**src/common/i2c_port_cfg.svh**
```systemverilog
// register offsets, field positions, reset values and counts of the serial port control block
`ifndef I2C_PORT_CFG_SVH
`define I2C_PORT_CFG_SVH
`define OFS_CTRL1      8'h00
`define OFS_CTRL2      8'h04
`define OFS_STATUS     8'h08
`define OFS_BUFFER     8'h0c
`define OFS_ADDR       8'h10
`define B_WRITE_COLLISION_FLAG         7
`define B_OVF          6
`define B_EN           5
`define B_CKP          4
`define B_GENERAL_CALL_ENABLE         7
`define B_ACK_RECEIVED_STATUS      6
`define B_ACK_DATA_VALUE        5
`define B_ACK_SEQUENCE_REQUEST        4
`define B_RECEIVE_REQUEST         3
`define B_PEN          2
`define B_REPEATED_START_REQUEST         1
`define B_SEN          0
`define B_FULL         0
`define B_BUSY         1
`define B_EVENT        2
`define RST_CTRL       8'h00
`define RST_ADDR       8'h00
`define RST_MASK       8'hff
`define GC_ADDR        8'h00
`define BITS_PER_BYTE  4'd8
`endif

```
**src/common/i2c_port_pkg.sv**
```systemverilog
// types shared by the serial port control block
package i2c_port_pkg;
	typedef enum logic [3:0] {
		MODE_SLAVE7      = 4'h6,
		MODE_SLAVE10     = 4'h7,
		MODE_MASTER      = 4'h8,
		MODE_MASK_ACCESS = 4'h9,
		MODE_FW_MASTER   = 4'hb,
		MODE_SLAVE7_SS   = 4'he,
		MODE_SLAVE10_SS  = 4'hf
	} mode_t;
	typedef struct packed {
		logic scl;
		logic sda;
	} pin_pair_t;
	typedef enum logic [2:0] {M_IDLE, M_START, M_RSTART, M_STOP, M_TX, M_RX, M_ACK} master_state_t;
	typedef enum logic [2:0] {S_IDLE, S_RX, S_ACK, S_TX, S_TACK} slave_state_t;
endpackage : i2c_port_pkg

```
**src/hdl/i2c_serial_port_control.sv**
```systemverilog
// serial port control: apb registers, i2c master sequencer and slave byte engine
//
// The register addresses and the APB register port are this design's own decisions.
`include "i2c_port_cfg.svh"

module i2c_serial_port_control (
	// clock and reset
	input  wire logic                    ref_clk,
	input  wire logic                    nrst,
	// apb slave
	input  wire logic                    psel,
	input  wire logic                    penable,
	input  wire logic                    pwrite,
	input  wire logic [7:0]              paddr,
	input  wire logic [31:0]             pwdata,
	output      logic [31:0]             prdata,
	output      logic                    pready,
	output      logic                    pslverr,
	// configuration strap, high selects 7-bit masking
	input  wire logic                    mask_mode_config,
	// open-drain bus pins
	input  wire i2c_port_pkg::pin_pair_t pin_in,
	output      i2c_port_pkg::pin_pair_t pin_out,
	output      i2c_port_pkg::pin_pair_t pin_oe,
	output      logic                    pin_owner
);
	// ****************************************
	// pin and strap synchronisers
	// ****************************************
	i2c_port_pkg::pin_pair_t pin_meta_reg, pin_sync_reg, pin_prev_reg;
	logic mm_meta_reg, mm_sync_reg;

	always_ff @(posedge ref_clk or negedge nrst) begin
		if (!nrst) begin
			pin_meta_reg <= 2'b11;
			pin_sync_reg <= 2'b11;
			pin_prev_reg <= 2'b11;
			mm_meta_reg  <= 1'b0;
			mm_sync_reg  <= 1'b0;
		end else begin
			pin_meta_reg <= pin_in;
			pin_sync_reg <= pin_meta_reg;
			pin_prev_reg <= pin_sync_reg;
			mm_meta_reg  <= mask_mode_config;
			mm_sync_reg  <= mm_meta_reg;
		end
	end

	// ****************************************
	// core state
	// ****************************************
	logic [7:0]                  ctrl1_reg, ctrl1_next, ctrl2_reg, ctrl2_next;
	logic [7:0]                  buf_reg, buf_next, addr_reg, addr_next, mask_reg, mask_next;
	logic [7:0]                  sh_reg, sh_next, baud_reg, baud_next;
	logic [3:0]                  bit_reg, bit_next;
	logic [1:0]                  q_reg, q_next;
	logic                        full_reg, full_next, evt_reg, evt_next, owned_reg, owned_next;
	logic                        s_addr_reg, s_addr_next, s_rw_reg, s_rw_next;
	logic                        owner_reg, owner_next, pready_reg, pready_next, pslverr_reg, pslverr_next;
	logic [31:0]                 prdata_reg, prdata_next;
	i2c_port_pkg::pin_pair_t     oe_reg, oe_next, out_reg;
	i2c_port_pkg::master_state_t m_state, m_next;
	i2c_port_pkg::slave_state_t  s_state, s_next;
	i2c_port_pkg::mode_t         mode;
	logic en, master_on, slave_on, ss_mode, mask_access, busy, tick;
	logic acc, wr, rd, scl_rise, scl_fall, start_det, stop_det;
	logic match, gc_hit, set_write_collision_flag, set_ovf, set_evt, load_buf, m_scl_low, m_sda_low, s_sda_low;

	assign mode        = i2c_port_pkg::mode_t'(ctrl1_reg[3:0]);
	assign en          = ctrl1_reg[`B_EN];
	assign master_on   = en && mode == i2c_port_pkg::MODE_MASTER;
	// firmware master mode enables neither engine
	assign slave_on    = en && (mode == i2c_port_pkg::MODE_SLAVE7 || mode == i2c_port_pkg::MODE_SLAVE10 ||
	                     mode == i2c_port_pkg::MODE_SLAVE7_SS || mode == i2c_port_pkg::MODE_SLAVE10_SS);
	assign ss_mode     = mode == i2c_port_pkg::MODE_SLAVE7_SS || mode == i2c_port_pkg::MODE_SLAVE10_SS;
	assign mask_access = mode == i2c_port_pkg::MODE_MASK_ACCESS && mm_sync_reg;
	assign busy        = m_state != i2c_port_pkg::M_IDLE;
	assign tick        = baud_reg == 8'h00;
	assign acc         = psel && penable && pready_reg;
	assign wr          = acc && pwrite;
	assign rd          = acc && !pwrite;
	assign scl_rise    = pin_sync_reg.scl && !pin_prev_reg.scl;
	assign scl_fall    = !pin_sync_reg.scl && pin_prev_reg.scl;
	assign start_det   = pin_sync_reg.scl && pin_prev_reg.scl && pin_prev_reg.sda && !pin_sync_reg.sda;
	assign stop_det    = pin_sync_reg.scl && pin_prev_reg.scl && !pin_prev_reg.sda && pin_sync_reg.sda;
	// 10-bit slaves compare only the first byte after a start, the same way as 7-bit; later bytes are taken as data
	assign match       = ((sh_reg[7:1] ^ addr_reg[7:1]) & ~(mm_sync_reg ? mask_reg[7:1] : 7'h00)) == 7'h00;
	assign gc_hit      = sh_reg == `GC_ADDR && ctrl2_reg[`B_GENERAL_CALL_ENABLE];

	always_comb begin
		ctrl1_next  = ctrl1_reg;
		ctrl2_next  = ctrl2_reg;
		buf_next    = buf_reg;
		addr_next   = addr_reg;
		mask_next   = mask_reg;
		sh_next     = sh_reg;
		bit_next    = bit_reg;
		q_next      = q_reg;
		full_next   = full_reg;
		evt_next    = evt_reg;
		owned_next  = owned_reg;
		s_addr_next = s_addr_reg;
		s_rw_next   = s_rw_reg;
		m_next      = m_state;
		s_next      = s_state;
		set_write_collision_flag    = 1'b0;
		set_ovf     = 1'b0;
		set_evt     = 1'b0;
		load_buf    = 1'b0;
		m_scl_low   = 1'b0;
		m_sda_low   = 1'b0;
		s_sda_low   = 1'b0;
		// quarter bit time is reload plus one cycles, so a bit takes 4*(n+1)
		baud_next   = (tick || !master_on) ? addr_reg : baud_reg - 8'h01;

		// ****************************************
		// master sequencer
		// ****************************************
		case (m_state)
			i2c_port_pkg::M_IDLE: begin
				m_scl_low = owned_reg;
				m_sda_low = owned_reg;
				q_next = 2'd0;
				if (master_on) begin
					if (ctrl2_reg[`B_SEN])
						m_next = i2c_port_pkg::M_START;
					else if (ctrl2_reg[`B_REPEATED_START_REQUEST])
						m_next = i2c_port_pkg::M_RSTART;
					else if (ctrl2_reg[`B_PEN])
						m_next = i2c_port_pkg::M_STOP;
					else if (ctrl2_reg[`B_RECEIVE_REQUEST]) begin
						m_next = i2c_port_pkg::M_RX;
						bit_next = 4'd0;
					end else if (ctrl2_reg[`B_ACK_SEQUENCE_REQUEST])
						m_next = i2c_port_pkg::M_ACK;
				end
			end
			i2c_port_pkg::M_START: begin
				m_sda_low = q_reg[1];
				m_scl_low = q_reg == 2'd3;
			end
			i2c_port_pkg::M_RSTART: begin
				m_sda_low = q_reg[1];
				m_scl_low = q_reg == 2'd0 || q_reg == 2'd3;
			end
			i2c_port_pkg::M_STOP: begin
				m_sda_low = !q_reg[1];
				m_scl_low = q_reg == 2'd0;
			end
			i2c_port_pkg::M_TX: begin
				m_scl_low = q_reg == 2'd0 || q_reg == 2'd3;
				m_sda_low = bit_reg != `BITS_PER_BYTE && !sh_reg[7];
			end
			i2c_port_pkg::M_RX: begin
				m_scl_low = q_reg == 2'd0 || q_reg == 2'd3;
			end
			i2c_port_pkg::M_ACK: begin
				m_scl_low = q_reg == 2'd0 || q_reg == 2'd3;
				m_sda_low = !ctrl2_reg[`B_ACK_DATA_VALUE];
			end
			default: m_next = i2c_port_pkg::M_IDLE;
		endcase
		if (busy && tick) begin
			q_next = q_reg + 2'd1;
			if (q_reg == 2'd2 && m_state == i2c_port_pkg::M_TX && bit_reg == `BITS_PER_BYTE)
				ctrl2_next[`B_ACK_RECEIVED_STATUS] = pin_sync_reg.sda;
			if (q_reg == 2'd2 && m_state == i2c_port_pkg::M_RX)
				sh_next = {sh_reg[6:0], pin_sync_reg.sda};
			if (q_reg == 2'd3) begin
				bit_next = bit_reg + 4'd1;
				if (m_state == i2c_port_pkg::M_TX)
					sh_next = {sh_reg[6:0], 1'b0};
				case (m_state)
					i2c_port_pkg::M_START: begin
						ctrl2_next[`B_SEN] = 1'b0;
						owned_next = 1'b1;
						m_next = i2c_port_pkg::M_IDLE;
					end
					i2c_port_pkg::M_RSTART: begin
						ctrl2_next[`B_REPEATED_START_REQUEST] = 1'b0;
						m_next = i2c_port_pkg::M_IDLE;
					end
					i2c_port_pkg::M_STOP: begin
						ctrl2_next[`B_PEN] = 1'b0;
						owned_next = 1'b0;
						m_next = i2c_port_pkg::M_IDLE;
					end
					i2c_port_pkg::M_ACK: begin
						ctrl2_next[`B_ACK_SEQUENCE_REQUEST] = 1'b0;
						m_next = i2c_port_pkg::M_IDLE;
					end
					i2c_port_pkg::M_TX: if (bit_reg == `BITS_PER_BYTE) begin
						// the sent byte no longer counts as unread, so a later receive is not an overflow
						full_next = 1'b0;
						m_next = i2c_port_pkg::M_IDLE;
					end
					i2c_port_pkg::M_RX: if (bit_reg == `BITS_PER_BYTE - 4'd1) begin
						ctrl2_next[`B_RECEIVE_REQUEST] = 1'b0;
						m_next = i2c_port_pkg::M_IDLE;
						if (full_reg || ctrl1_reg[`B_OVF])
							set_ovf = 1'b1;
						else
							load_buf = 1'b1;
					end
					default: m_next = i2c_port_pkg::M_IDLE;
				endcase
			end
		end

		// ****************************************
		// slave byte engine
		// ****************************************
		if (slave_on && start_det) begin
			s_next = i2c_port_pkg::S_RX;
			bit_next = 4'd0;
			s_addr_next = 1'b1;
			set_evt = ss_mode;
		end else if (slave_on && stop_det) begin
			s_next = i2c_port_pkg::S_IDLE;
			set_evt = ss_mode;
		end else if (slave_on) begin
			case (s_state)
				i2c_port_pkg::S_IDLE: ;
				i2c_port_pkg::S_RX: begin
					if (scl_rise) begin
						sh_next = {sh_reg[6:0], pin_sync_reg.sda};
						bit_next = bit_reg + 4'd1;
					end
					if (scl_fall && bit_reg == `BITS_PER_BYTE) begin
						bit_next = 4'd0;
						if (s_addr_reg && !(match || gc_hit))
							s_next = i2c_port_pkg::S_IDLE;
						else if (full_reg || ctrl1_reg[`B_OVF]) begin
							set_ovf = 1'b1;
							if (s_addr_reg)
								s_next = i2c_port_pkg::S_IDLE;
						end else begin
							load_buf = 1'b1;
							set_evt = 1'b1;
							s_next = i2c_port_pkg::S_ACK;
							if (s_addr_reg)
								s_rw_next = sh_reg[0] && !gc_hit;
						end
					end
				end
				i2c_port_pkg::S_ACK: begin
					s_sda_low = 1'b1;
					if (scl_fall) begin
						s_addr_next = 1'b0;
						bit_next = 4'd0;
						if (ctrl2_reg[`B_SEN])
							ctrl1_next[`B_CKP] = 1'b0;
						if (s_rw_reg) begin
							s_next = i2c_port_pkg::S_TX;
							sh_next = buf_reg;
							full_next = 1'b0;
						end else
							s_next = i2c_port_pkg::S_RX;
					end
				end
				i2c_port_pkg::S_TX: begin
					s_sda_low = !sh_reg[7];
					if (scl_fall) begin
						sh_next = {sh_reg[6:0], 1'b0};
						bit_next = bit_reg + 4'd1;
						if (bit_reg == `BITS_PER_BYTE - 4'd1)
							s_next = i2c_port_pkg::S_TACK;
					end
				end
				i2c_port_pkg::S_TACK: begin
					if (scl_rise && pin_sync_reg.sda)
						s_next = i2c_port_pkg::S_IDLE;
					else if (scl_fall) begin
						s_next = i2c_port_pkg::S_TX;
						bit_next = 4'd0;
						sh_next = buf_reg;
						full_next = 1'b0;
						if (ctrl2_reg[`B_SEN])
							ctrl1_next[`B_CKP] = 1'b0;
					end
				end
				default: s_next = i2c_port_pkg::S_IDLE;
			endcase
		end else
			s_next = i2c_port_pkg::S_IDLE;
		if (!en) begin
			m_next = i2c_port_pkg::M_IDLE;
			owned_next = 1'b0;
		end
		if (load_buf) begin
			buf_next = sh_reg;
			full_next = 1'b1;
		end

		// ****************************************
		// software access
		// ****************************************
		if (rd && paddr == `OFS_BUFFER)
			full_next = 1'b0;
		if (wr) begin
			case (paddr)
				`OFS_CTRL1: ctrl1_next = pwdata[7:0];
				`OFS_CTRL2: begin
					ctrl2_next[`B_GENERAL_CALL_ENABLE] = pwdata[`B_GENERAL_CALL_ENABLE];
					ctrl2_next[`B_ACK_DATA_VALUE] = pwdata[`B_ACK_DATA_VALUE];
					// requests are not queued: writes to them are dropped while busy
					if (!(master_on && busy))
						ctrl2_next[4:0] = pwdata[4:0];
				end
				`OFS_STATUS: if (pwdata[`B_EVENT]) evt_next = 1'b0;
				`OFS_BUFFER: begin
					if (master_on && (busy || !owned_reg || ctrl2_reg[4:0] != 5'h00))
						set_write_collision_flag = 1'b1;
					else if (slave_on && (s_state == i2c_port_pkg::S_TX || s_state == i2c_port_pkg::S_TACK))
						set_write_collision_flag = 1'b1;
					else begin
						buf_next = pwdata[7:0];
						full_next = 1'b1;
						if (master_on) begin
							sh_next = pwdata[7:0];
							bit_next = 4'd0;
							m_next = i2c_port_pkg::M_TX;
						end
					end
				end
				`OFS_ADDR: begin
					if (mask_access)
						mask_next = pwdata[7:0];
					else
						addr_next = pwdata[7:0];
				end
				default: ;
			endcase
		end
		// hardware sets win over a clearing write in the same cycle
		ctrl1_next[`B_WRITE_COLLISION_FLAG] = ctrl1_next[`B_WRITE_COLLISION_FLAG] | set_write_collision_flag;
		ctrl1_next[`B_OVF] = ctrl1_next[`B_OVF] | set_ovf;
		evt_next = evt_next | set_evt;

		// ****************************************
		// pins and apb answer
		// ****************************************
		owner_next = en;
		oe_next.scl = en && (master_on ? m_scl_low : (slave_on && s_state != i2c_port_pkg::S_IDLE &&
		              !ctrl1_reg[`B_CKP]));
		oe_next.sda = en && (master_on ? m_sda_low : (slave_on && s_sda_low));
		pready_next = psel && !penable;
		pslverr_next = 1'b0;
		prdata_next = 32'h0000_0000;
		if (psel && !penable) begin
			case (paddr)
				`OFS_CTRL1: prdata_next[7:0] = ctrl1_reg;
				`OFS_CTRL2: prdata_next[7:0] = ctrl2_reg;
				`OFS_STATUS: prdata_next[2:0] = {evt_reg, busy, full_reg};
				`OFS_BUFFER: prdata_next[7:0] = buf_reg;
				`OFS_ADDR: prdata_next[7:0] = mask_access ? mask_reg : addr_reg;
				default: pslverr_next = 1'b1;
			endcase
		end
	end

	always_ff @(posedge ref_clk or negedge nrst) begin
		if (!nrst) begin
			ctrl1_reg   <= `RST_CTRL;
			ctrl2_reg   <= `RST_CTRL;
			buf_reg     <= 8'h00;
			addr_reg    <= `RST_ADDR;
			mask_reg    <= `RST_MASK;
			sh_reg      <= 8'h00;
			baud_reg    <= `RST_ADDR;
			bit_reg     <= 4'd0;
			q_reg       <= 2'd0;
			full_reg    <= 1'b0;
			evt_reg     <= 1'b0;
			owned_reg   <= 1'b0;
			s_addr_reg  <= 1'b0;
			s_rw_reg    <= 1'b0;
			owner_reg   <= 1'b0;
			oe_reg      <= 2'b00;
			out_reg     <= 2'b00;
			pready_reg  <= 1'b0;
			pslverr_reg <= 1'b0;
			prdata_reg  <= 32'h0000_0000;
			m_state     <= i2c_port_pkg::M_IDLE;
			s_state     <= i2c_port_pkg::S_IDLE;
		end else begin
			ctrl1_reg   <= ctrl1_next;
			ctrl2_reg   <= ctrl2_next;
			buf_reg     <= buf_next;
			addr_reg    <= addr_next;
			mask_reg    <= mask_next;
			sh_reg      <= sh_next;
			baud_reg    <= baud_next;
			bit_reg     <= bit_next;
			q_reg       <= q_next;
			full_reg    <= full_next;
			evt_reg     <= evt_next;
			owned_reg   <= owned_next;
			s_addr_reg  <= s_addr_next;
			s_rw_reg    <= s_rw_next;
			owner_reg   <= owner_next;
			oe_reg      <= oe_next;
			out_reg     <= 2'b00;
			pready_reg  <= pready_next;
			pslverr_reg <= pslverr_next;
			prdata_reg  <= prdata_next;
			m_state     <= m_next;
			s_state     <= s_next;
		end
	end

	assign prdata    = prdata_reg;
	assign pready    = pready_reg;
	assign pslverr   = pslverr_reg;
	assign pin_out   = out_reg;
	assign pin_oe    = oe_reg;
	assign pin_owner = owner_reg;
endmodule : i2c_serial_port_control

```
**config.mk**
```make
export PLATFORM = sky130hd
export DESIGN_NAME = i2c_serial_port_control
export DESIGN_NICKNAME = d
export VERILOG_FILES = /design/src/common/i2c_port_pkg.sv /design/src/hdl/i2c_serial_port_control.sv
export VERILOG_INCLUDE_DIRS = /design/src /design/src/common
export SDC_FILE = /design/constraint.sdc
export NUM_CORES = 1
export LEC_CHECK = 0
export BUFFER_PORTS_ARGS = -buffer_cell sky130_fd_sc_hd__buf_2
export CORE_UTILIZATION = 60
export DETAILED_ROUTE_END_ITERATION = 6
export PLACE_DENSITY_LB_ADDON = 0.12
export SETUP_SLACK_MARGIN = 0.5
export SYNTH_ARGS = -nofsm -noshare
export SYNTH_HDL_FRONTEND = slang
export SYNTH_SLANG_ARGS = --single-unit
```
**constraint.sdc**
```tcl
create_clock -name ref_clk -period 5.8 [get_ports ref_clk]
set_input_delay 0.87 -clock ref_clk [delete_from_list [all_inputs] [get_ports ref_clk]]
set_output_delay 0.87 -clock ref_clk [all_outputs]
set_load 0.02 [all_outputs]
```
==> results.sh, run 1 <==
export IMPL_rsz0062_at_grt="false"
export IMPL_postSynthAreaPerCell_um2=9.112
export IMPL_power_density_nw_per_um2=204.7
export IMPL_whs_path_depth=0
export IMPL_htree_levels=3
export IMPL_drt_first_pass_iters=7
export IMPL_cts_buffers_inserted=9
export IMPL_ant_nets=0
export IMPL_antennaDiodeCount=0
export IMPL_synth_edf_count=0
export IMPL_clock_skew_ps=10.38
export IMPL_grt_max_degree=53
export IMPL_vias_per_cell=6.509
export IMPL_fin_cells=754
export IMPL_cp_start_kind="flop"
export IMPL_start_util_pct=61.63
export IMPL_cts_root_buf="clkbuf_8"
export IMPL_rows=35
export IMPL_cts_tree="built"
export IMPL_hpwl_mm=10.78
export IMPL_period_share_pct=53.58
export IMPL_area_delta_synth_final_pct=6.122
export IMPL_drt_wl_total_mm=14.83
export IMPL_ys_ff_latch=94
export IMPL_yosys_warnings=0
export IMPL_crit_chain="and3_1 > o2111ai_1 > nor4_2 > a22oi_1 > o21ai_0 > a21oi_1"
export IMPL_max_stage_delay_ps=1030
export IMPL_cpMaxStageDelayCell="nor4_2"
export IMPL_cts_resized_gates=0
export IMPL_wire_per_inst_um=19.67
export IMPL_finalSetupViolCount=0
export IMPL_final_hold_viol_count=0
export IMPL_die_h_um=98.96
export IMPL_first_iter_violations=643
export IMPL_grt_use_total_pct=32.03
export IMPL_grt_antenna_before_repair=0
export IMPL_yosys_cell_types_count=68
export IMPL_dp_cells=738
export IMPL_tightest_slew_ps=1367
export IMPL_gr_total_overflow=0
export IMPL_irDropWorstVdd_mv=0.1736
export IMPL_worst_r2r_setup_slack_ps=2690
export IMPL_netlist_area_um2=5640
export IMPL_leakage_nw=2.456
export IMPL_holdWs_ps=355.7
export IMPL_post_cts_buffers=0
export IMPL_synthArstFlopShare_pct=100.0
export IMPL_hold_buffers=0
export IMPL_r2r_cells=6
export IMPL_fin_ws_ps=2692
export IMPL_critPathCaptureType="flop"
export IMPL_fp_dieW_um=98.96
export IMPL_port_buffers=36
export IMPL_r2r_start="ctrl1_reg[5]$_DFFE_PN0P_"
export IMPL_syn_inst=619
export IMPL_place_ws_ps=2429
export IMPL_hp_class="flop to flop"
export IMPL_grt_pass1_vias=4542
export IMPL_timing_setup_tns_ps=0
export IMPL_final_nets=693
export IMPL_n_fill_cell=775
export IMPL_yosys_most_used_dff="dfrtp_1"
export IMPL_core_area_um2=9153
export IMPL_r2r_end="sh_reg[7]$_DFF_PN0_"
export IMPL_insertion_delay_ps=360
export IMPL_clk_pin_slew_ps=90
export IMPL_grt_pass1_wl_mm=24.01
export IMPL_ios=87
export IMPL_drive_gt1_share_pct=16.49
export IMPL_status="finished with violations"
export IMPL_slew_headroom_pct=8.308
export IMPL_worstPathRequired_ps=6040
export IMPL_cap_violations=0
export IMPL_maxSlewViolCount=0
export IMPL_finalCriticalPeriod_ps=3108
export IMPL_drc=4
export IMPL_ys_seq_area_share_pct=42.01
export IMPL_fmax_ghz=0.3218
export IMPL_finalWeightedCongestion=0.9224
export IMPL_final_util_pct=65.40
export IMPL_dieArea_um2=9792
export IMPL_clock_path_buffers=2
export IMPL_violations="DRC"
export IMPL_crit_fanout=11
export IMPL_criticalPathCategory="flop to flop"
export IMPL_vias=4908
export IMPL_hp_start="mm_meta_reg$_DFF_PN0_"
export IMPL_worstHoldEndpoint="mm_sync_reg$_DFF_PN0_"
export IMPL_arrival_ps=3350
export IMPL_numClockSinks=94
## how the worst max path moves through the flow
| stage | from | endpoint | depth (start not counted) |
|---|---|---|---|
| 2_1_floorplan | paddr[1] | ctrl2_reg[0]$_DFF_PN0_ | 5 |
| 3_3_place_gp | paddr[1] | bit_reg[0]$_DFF_PN0_ | 7 |
| 3_5_place_dp | paddr[1] | bit_reg[0]$_DFF_PN0_ | 7 |
| 4_1_cts | ctrl1_reg[5]$_DFFE_PN0P_ | sh_reg[7]$_DFF_PN0_ | 6 |
| 5_1_grt | s_state[0]$_DFFE_PN0P_ | sh_reg[7]$_DFF_PN0_ | 6 |
| 6_report | ctrl1_reg[5]$_DFFE_PN0P_ | sh_reg[7]$_DFF_PN0_ | 6 |
## stage by stage
step                      area (µm²)  power, mW
after floorplan                 5734     0.7233
after global placement          5763     0.7429
after detailed placement        5763     0.7440
after CTS                       5986      1.228
after global routing            5986      1.259
final                           5986      1.225
## placed cells by master (no fill, tap or decap), drive strengths merged, types with 15 or more instances in the layout
cell type,n
nor3,15
dfrtp,80
conb,26
a22oi,19
nor2,64
mux2,23
o21ai,30
inv,16
buf,39
nand2,56
a21oi,54
mux2i,15
## routing by layer
metal  vias up  global-route usage [%]  part of all wire [%]
li1       2218                       -                     -
met1      2383                   44.71                    42
met2       259                   49.65                    47
met3        48                   4.326                   7.2
met4         0                   15.15                   3.7
met5         -                       0                     0
## synthesized netlist by cell type, drive strengths merged, types with 15 or more instances
cell,instances,area share (%)
dfrtp,80,35
nor2,64,4.3
nand2,56,3.7
a21oi,54,4.8
buf,32,4.0
o21ai,30,2.7
clkbuf,24,1.6
mux2,23,4.6
a22oi,19,2.5
inv,15,1.0
mux2i,15,2.7
nor3,15,1.3
## cells by family (layout without fill, tap and decap cells)
logic type,Yosys count,in the layout,synth area share [%]
AO/OA/AOI/OAI,163,163,18.72
XOR/XNOR,17,17,2.640
multiplexers,38,38,7.254
buffers and inverters,71,70,6.588
other,1,26,0.06648
AND/OR/NAND/NOR,228,228,21.16
flip-flops,94,94,42.01
adder cells (fa/ha/maj),7,7,1.553
## final cells by class
| cell class | count | area [µm²] | share of cell area [%] |
|---|---|---|---|
| repair buffers | 39 | 205.2 | 3.428 |
| inverters | 15 | 56.30 | 0.9406 |
| flip-flops and latches | 94 | 2370 | 39.59 |
| multi-input cells | 479 | 2993 | 50.00 |
| clock buffers | 11 | 141.4 | 2.362 |
| clock inverters | 5 | 81.33 | 1.359 |
| well taps | 111 | 138.9 | 2.320 |
## where the power goes
| part | internal (mW) | total [mW] | switching [mW] |
|---|---|---|---|
| Sequential | 0.662 | 0.668 | 0.00649 |
| Clock | 0.256 | 0.493 | 0.237 |
| Combinational | 0.0138 | 0.0635 | 0.0497 |
| Total | 0.932 | 1.23 | 0.293 |
## worst max-delay path: cells and delay by family (launching register included)
family	cells	cell delay, ps
AOI/OAI and AO/OA	4	1000
DFF	1	660
and+or+nand+nor	2	1330
(Power assumes the default switching activity.)
==> run 2: changes to the inputs <==
--- a/config.mk
+++ b/config.mk
@@ -7,7 +7,7 @@
 export NUM_CORES = 1
 export LEC_CHECK = 0
 export BUFFER_PORTS_ARGS = -buffer_cell sky130_fd_sc_hd__buf_2
-export CORE_UTILIZATION = 60
+export CORE_UTILIZATION = 52
 export DETAILED_ROUTE_END_ITERATION = 6
 export PLACE_DENSITY_LB_ADDON = 0.12
 export SETUP_SLACK_MARGIN = 0.5
==> constraint.sdc (replaced) <==
create_clock -name ref_clk -period 2.7 [get_ports ref_clk]
set_input_delay 0.405 -clock ref_clk [delete_from_list [all_inputs] [get_ports ref_clk]]
set_output_delay 0.405 -clock ref_clk [all_outputs]
set_load 0.02 [all_outputs]
==> results.sh, run 2 (synthesis gave the netlist of run 1 again) <==
export IMPL_clock_skew_ps=8.905
export IMPL_gr_total_overflow=0
export IMPL_critPathCaptureType="flop"
export IMPL_grt_antenna_before_repair=0
export IMPL_fp_dieW_um=106.2
export IMPL_cts_tree="built"
export IMPL_n_fill_cell=922
export IMPL_clock_path_buffers=2
export IMPL_fmax_ghz=0.4404
export IMPL_grt_max_degree=65
export IMPL_power_mw=2.525
export IMPL_placed_cell_area_um2=5993
export IMPL_first_iter_violations=418
export IMPL_final_hold_viol_count=0
export IMPL_grt_pass1_wl_mm=24.09
export IMPL_clk_pin_slew_ps=90
export IMPL_power_density_nw_per_um2=392.4
export IMPL_leakage_nw=2.647
export IMPL_final_cell_mix="dfrtp_1 (79), nor2_1 (61), nand2_1 (54)"
export IMPL_final_nets=727
export IMPL_vias_per_cell=6.074
export IMPL_holdWs_ps=116.6
export IMPL_finalWeightedCongestion=0.9299
export IMPL_criticalPathCategory="flop to flop"
export IMPL_antennaDiodeCount=0
export IMPL_arrival_ps=2540
export IMPL_port_buffers=36
export IMPL_insertion_delay_ps=380
export IMPL_rsz0062_at_grt="true"
export IMPL_final_util_pct=61.77
export IMPL_wire_per_inst_um=19.04
export IMPL_irDropWorstVdd_mv=0.2028
export IMPL_area_delta_synth_final_pct=14.06
export IMPL_period_share_pct=84.10
export IMPL_crit_fanout=7
export IMPL_core_area_um2=10420
export IMPL_maxSlewViolCount=0
export IMPL_rows=37
export IMPL_ios=87
export IMPL_start_util_pct=54.15
export IMPL_fin_area_um2=6434
export IMPL_worstPathRequired_ps=2970
export IMPL_place_ws_ps=175.1
export IMPL_cap_violations=0
export IMPL_slew_headroom_pct=56.79
export IMPL_grt_pass1_vias=4459
export IMPL_drt_wl_total_mm=15.48
export IMPL_status="complete, no violations"
export IMPL_drive_gt1_share_pct=24.82
export IMPL_cts_root_buf="clkbuf_8"
export IMPL_fin_cells=813
export IMPL_hp_class="primary input to flop"
export IMPL_drc=0
export IMPL_htree_levels=3
export IMPL_vias=4938
export IMPL_die_h_um=106.2
export IMPL_hpwl_mm=11.23
export IMPL_cp_start_kind="flop"
export IMPL_numClockSinks=94
export IMPL_dieArea_um2=11270
export IMPL_tightest_slew_ps=643.3
export IMPL_dp_cells=786
export IMPL_ant_nets=0
export IMPL_fin_ws_ps=429.3
export IMPL_timing_setup_tns_ps=0
export IMPL_finalCriticalPeriod_ps=2271
export IMPL_drt_first_pass_iters=5
export IMPL_cts_buffers_inserted=9
export IMPL_finalSetupViolCount=0
export IMPL_grt_use_total_pct=28.33
export IMPL_final_common_cell="dfrtp_1"
==> run 2: path summary, 6_finish.rpt <==
kind | slack (ps) | to | cells past startpoint | from
min | 120 | pin_meta_reg[0]$_DFF_PN1_ | 1 | pin_in[0]
max reg2reg | 430 | buf_reg[7]$_DFF_PN0_ | 9 | baud_reg[0]$_DFF_PN0_
max | 430 | buf_reg[7]$_DFF_PN0_ | 9 | baud_reg[0]$_DFF_PN0_
min reg2reg | 360 | pin_sync_reg[1]$_DFF_PN1_ | 0 | pin_meta_reg[1]$_DFF_PN1_
max in group asynchronous | 1480 | pin_prev_reg[0]$_DFF_PN1_ | 3 | nrst
min in group asynchronous | 480 | ctrl2_reg[5]$_DFFE_PN0P_ | 2 | nrst
==> run 2: layout make-up <==
cell class / instances / area [µm²] / area share, %
clock inverter: 5 / 58.81 / 0.9140
inverter: 15 / 56.30 / 0.8751
sequential: 94 / 2371 / 36.85
timing repair buffer: 73 / 491.7 / 7.643
clock buffer: 11 / 131.4 / 2.042
tap: 136 / 170.2 / 2.645
multi-input combinational: 479 / 3154 / 49.03
==> run 2: worst max-delay path: stages, from the launching register on <==
cell,delay [ps]
dfrtp_1,420
inv_2,90
ha_4,120
or3b_4,470
nor4_4,290
buf_4,200
o21ai_4,90
and2_1,190
a211oi_2,200
a21oi_2,80
==> run 2: timing repair <==
action	CTS	global route
pin swaps	3	12
hold buffers	1	0
hold endpoints to repair	30	0
resized for setup	11	29
buffers inserted	4	6
endpoints found under the setup margin	28	44
==> run 2: per-layer routing <==
metal / vias to the layer above / GRT usage, % / routed length [µm]
li1: 2285 / - / -
met3: 33 / 3.127 / 1041
met1: 2399 / 42.62 / 7108
met4: 0 / 12.00 / 408
met2: 221 / 41.28 / 6920
met5: - / 0 / 0
==> run 2: power by group <==
group	internal, mW	switching [mW]	total (mW)
Sequential	1.42	0.0141	1.44
Clock	0.430	0.512	0.942
Combinational	0.0349	0.112	0.147
==> run 3: changes to the inputs <==
--- a/config.mk
+++ b/config.mk
@@ -7,7 +7,7 @@
 export NUM_CORES = 1
 export LEC_CHECK = 0
 export BUFFER_PORTS_ARGS = -buffer_cell sky130_fd_sc_hd__buf_2
-export CORE_UTILIZATION = 52
+export CORE_UTILIZATION = 58
 export DETAILED_ROUTE_END_ITERATION = 6
 export PLACE_DENSITY_LB_ADDON = 0.12
 export SETUP_SLACK_MARGIN = 0.5
==> constraint.sdc (replaced) <==
create_clock -name ref_clk -period 2.1 [get_ports ref_clk]
set_input_delay 0.315 -clock ref_clk [delete_from_list [all_inputs] [get_ports ref_clk]]
set_output_delay 0.315 -clock ref_clk [all_outputs]
set_load 0.02 [all_outputs]
==> results.sh, run 3 (synthesis gave the netlist of run 1 again) <==
export IMPL_period_share_pct=105.5
export IMPL_power_density_nw_per_um2=417.3
export IMPL_ant_nets=0
export IMPL_whs_path_depth=1
export IMPL_grt_pass1_wl_mm=28.83
export IMPL_cp_start_kind="flop"
export IMPL_r2r_cells=10
export IMPL_irDropWorstVdd_mv=0.3139
export IMPL_tightest_slew_ps=605.4
export IMPL_final_nets=811
export IMPL_htree_levels=3
export IMPL_vias=5876
export IMPL_final_util_pct=85.71
export IMPL_drt_first_pass_iters=6
export IMPL_start_util_pct=60.47
export IMPL_drive_gt1_share_pct=48.88
export IMPL_worstPathRequired_ps=2390
export IMPL_cap_violations=0
export IMPL_first_iter_violations=766
export IMPL_cts_tree="built"
export IMPL_critPathCaptureType="flop"
export IMPL_criticalPathCategory="flop to flop"
export IMPL_gr_total_overflow=0
export IMPL_status="finished with violations"
export IMPL_cts_buffers_inserted=9
export IMPL_vias_per_cell=6.602
export IMPL_rows=35
export IMPL_drt_wl_total_mm=20.22
export IMPL_hp_class="primary input to flop"
export IMPL_antennaDiodeCount=0
export IMPL_crit_fanout=7
export IMPL_cpMaxStageDelayCell="dfrtp_1"
export IMPL_numClockSinks=94
export IMPL_arrival_ps=2510
export IMPL_leakage_nw=3.364
export IMPL_final_common_cell="buf_4"
export IMPL_fin_ws_ps=-116.5
export IMPL_fmax_ghz=0.4512
export IMPL_violations="setup timing"
export IMPL_placed_cell_area_um2=6486
export IMPL_rsz0062_at_grt="true"
export IMPL_holdWs_ps=12.32
export IMPL_clk_pin_slew_ps=120
export IMPL_maxSlewViolCount=0
export IMPL_ios=87
export IMPL_place_ws_ps=-229.9
export IMPL_grt_use_total_pct=37.94
export IMPL_cts_root_buf="clkbuf_8"
export IMPL_finalCriticalPeriod_ps=2216
export IMPL_fp_dieW_um=100.6
export IMPL_fin_area_um2=7995
export IMPL_max_stage_delay_ps=420
export IMPL_finalWeightedCongestion=0.9605
export IMPL_crit_chain="inv_2 > ha_4 > or3b_1 > buf_6 > buf_12 > nor2_4 > nand2_4 > mux2i_1 > o22a_1 > a21oi_2"
export IMPL_grt_pass1_vias=5402
export IMPL_clock_path_buffers=2
export IMPL_grt_max_degree=44
export IMPL_timing_setup_tns_ps=-1321
export IMPL_die_h_um=100.6
export IMPL_final_hold_viol_count=0
export IMPL_finalSetupViolCount=27
export IMPL_final_cell_mix="buf_4 (81), dfrtp_1 (73), nor2_1 (52)"
export IMPL_core_area_um2=9328
export IMPL_insertion_delay_ps=400
export IMPL_clock_skew_ps=19.21
export IMPL_port_buffers=36
export IMPL_wire_per_inst_um=22.72
export IMPL_slew_headroom_pct=59.45
export IMPL_area_delta_synth_final_pct=41.75
export IMPL_hpwl_mm=12.29
export IMPL_fin_cells=890
export IMPL_dp_cells=826
export IMPL_grt_antenna_before_repair=0
export IMPL_power_mw=3.336
export IMPL_dieArea_um2=10120
export IMPL_drc=0
## run 3: report_power, final
part	switching, mW	internal (mW)	total [mW]
clock	0.779	0.472	1.25
combinational	0.170	0.0678	0.238
sequential	0.0185	1.83	1.85
total	0.968	2.37	3.34
## run 3: worst max-delay path, delay by kind of cell, from the launching register on
kind                       cells  cell delay [ps]
AOI/OAI and AO/OA              2              250
adders and majority gates      1              120
buffers and inverters          3              380
DFF                            1              420
muxes                          1              240
and+or+nand+nor                3              700
## run 3: final timing paths
path	from	end	slack, ps
setup / recovery	baud_reg[1]$_DFF_PN0_	sh_reg[1]$_DFF_PN0_	-120
hold / removal	mask_mode_config	mm_meta_reg$_DFF_PN0_	10
setup reg to reg	baud_reg[1]$_DFF_PN0_	sh_reg[1]$_DFF_PN0_	-120
hold reg to reg	pin_meta_reg[0]$_DFF_PN1_	pin_sync_reg[0]$_DFF_PN1_	350
max in group asynchronous	nrst	pin_meta_reg[0]$_DFF_PN1_	880
min in group asynchronous	nrst	pslverr$_DFF_PN0_	470
## run 3: cell type report
cell class	instances	area, µm²
clock buffer	9	123.9
clock inverter	7	75.07
fill	465	1333
inverter	15	56.30
multi-input combinational	480	3924
sequential	94	2379
tap	129	161.4
timing repair buffer	156	1276
## run 3: metal layers
| metal | share of wire [%] | global-route usage [%] | vias to the layer above | wire, µm |
|---|---|---|---|---|
| li1 | - | - | 2455 | - |
| met5 | 0 | 0 | - | 0 |
| met3 | 11 | 6.865 | 121 | 2239 |
| met1 | 38 | 50.84 | 2838 | 7587 |
| met4 | 5.3 | 14.72 | 0 | 1065 |
| met2 | 46 | 61.38 | 462 | 9328 |
## run 3: what timing repair did
item | 4_1_cts | 5_1_grt
gates resized for setup | 153 | 79
gates cloned | 1 | 1
pin swaps | 68 | 58
buffers inserted | 26 | 19
hold buffers | 1 | 0
endpoints found under the hold margin | 33 | 0
setup endpoints to repair | 81 | 83
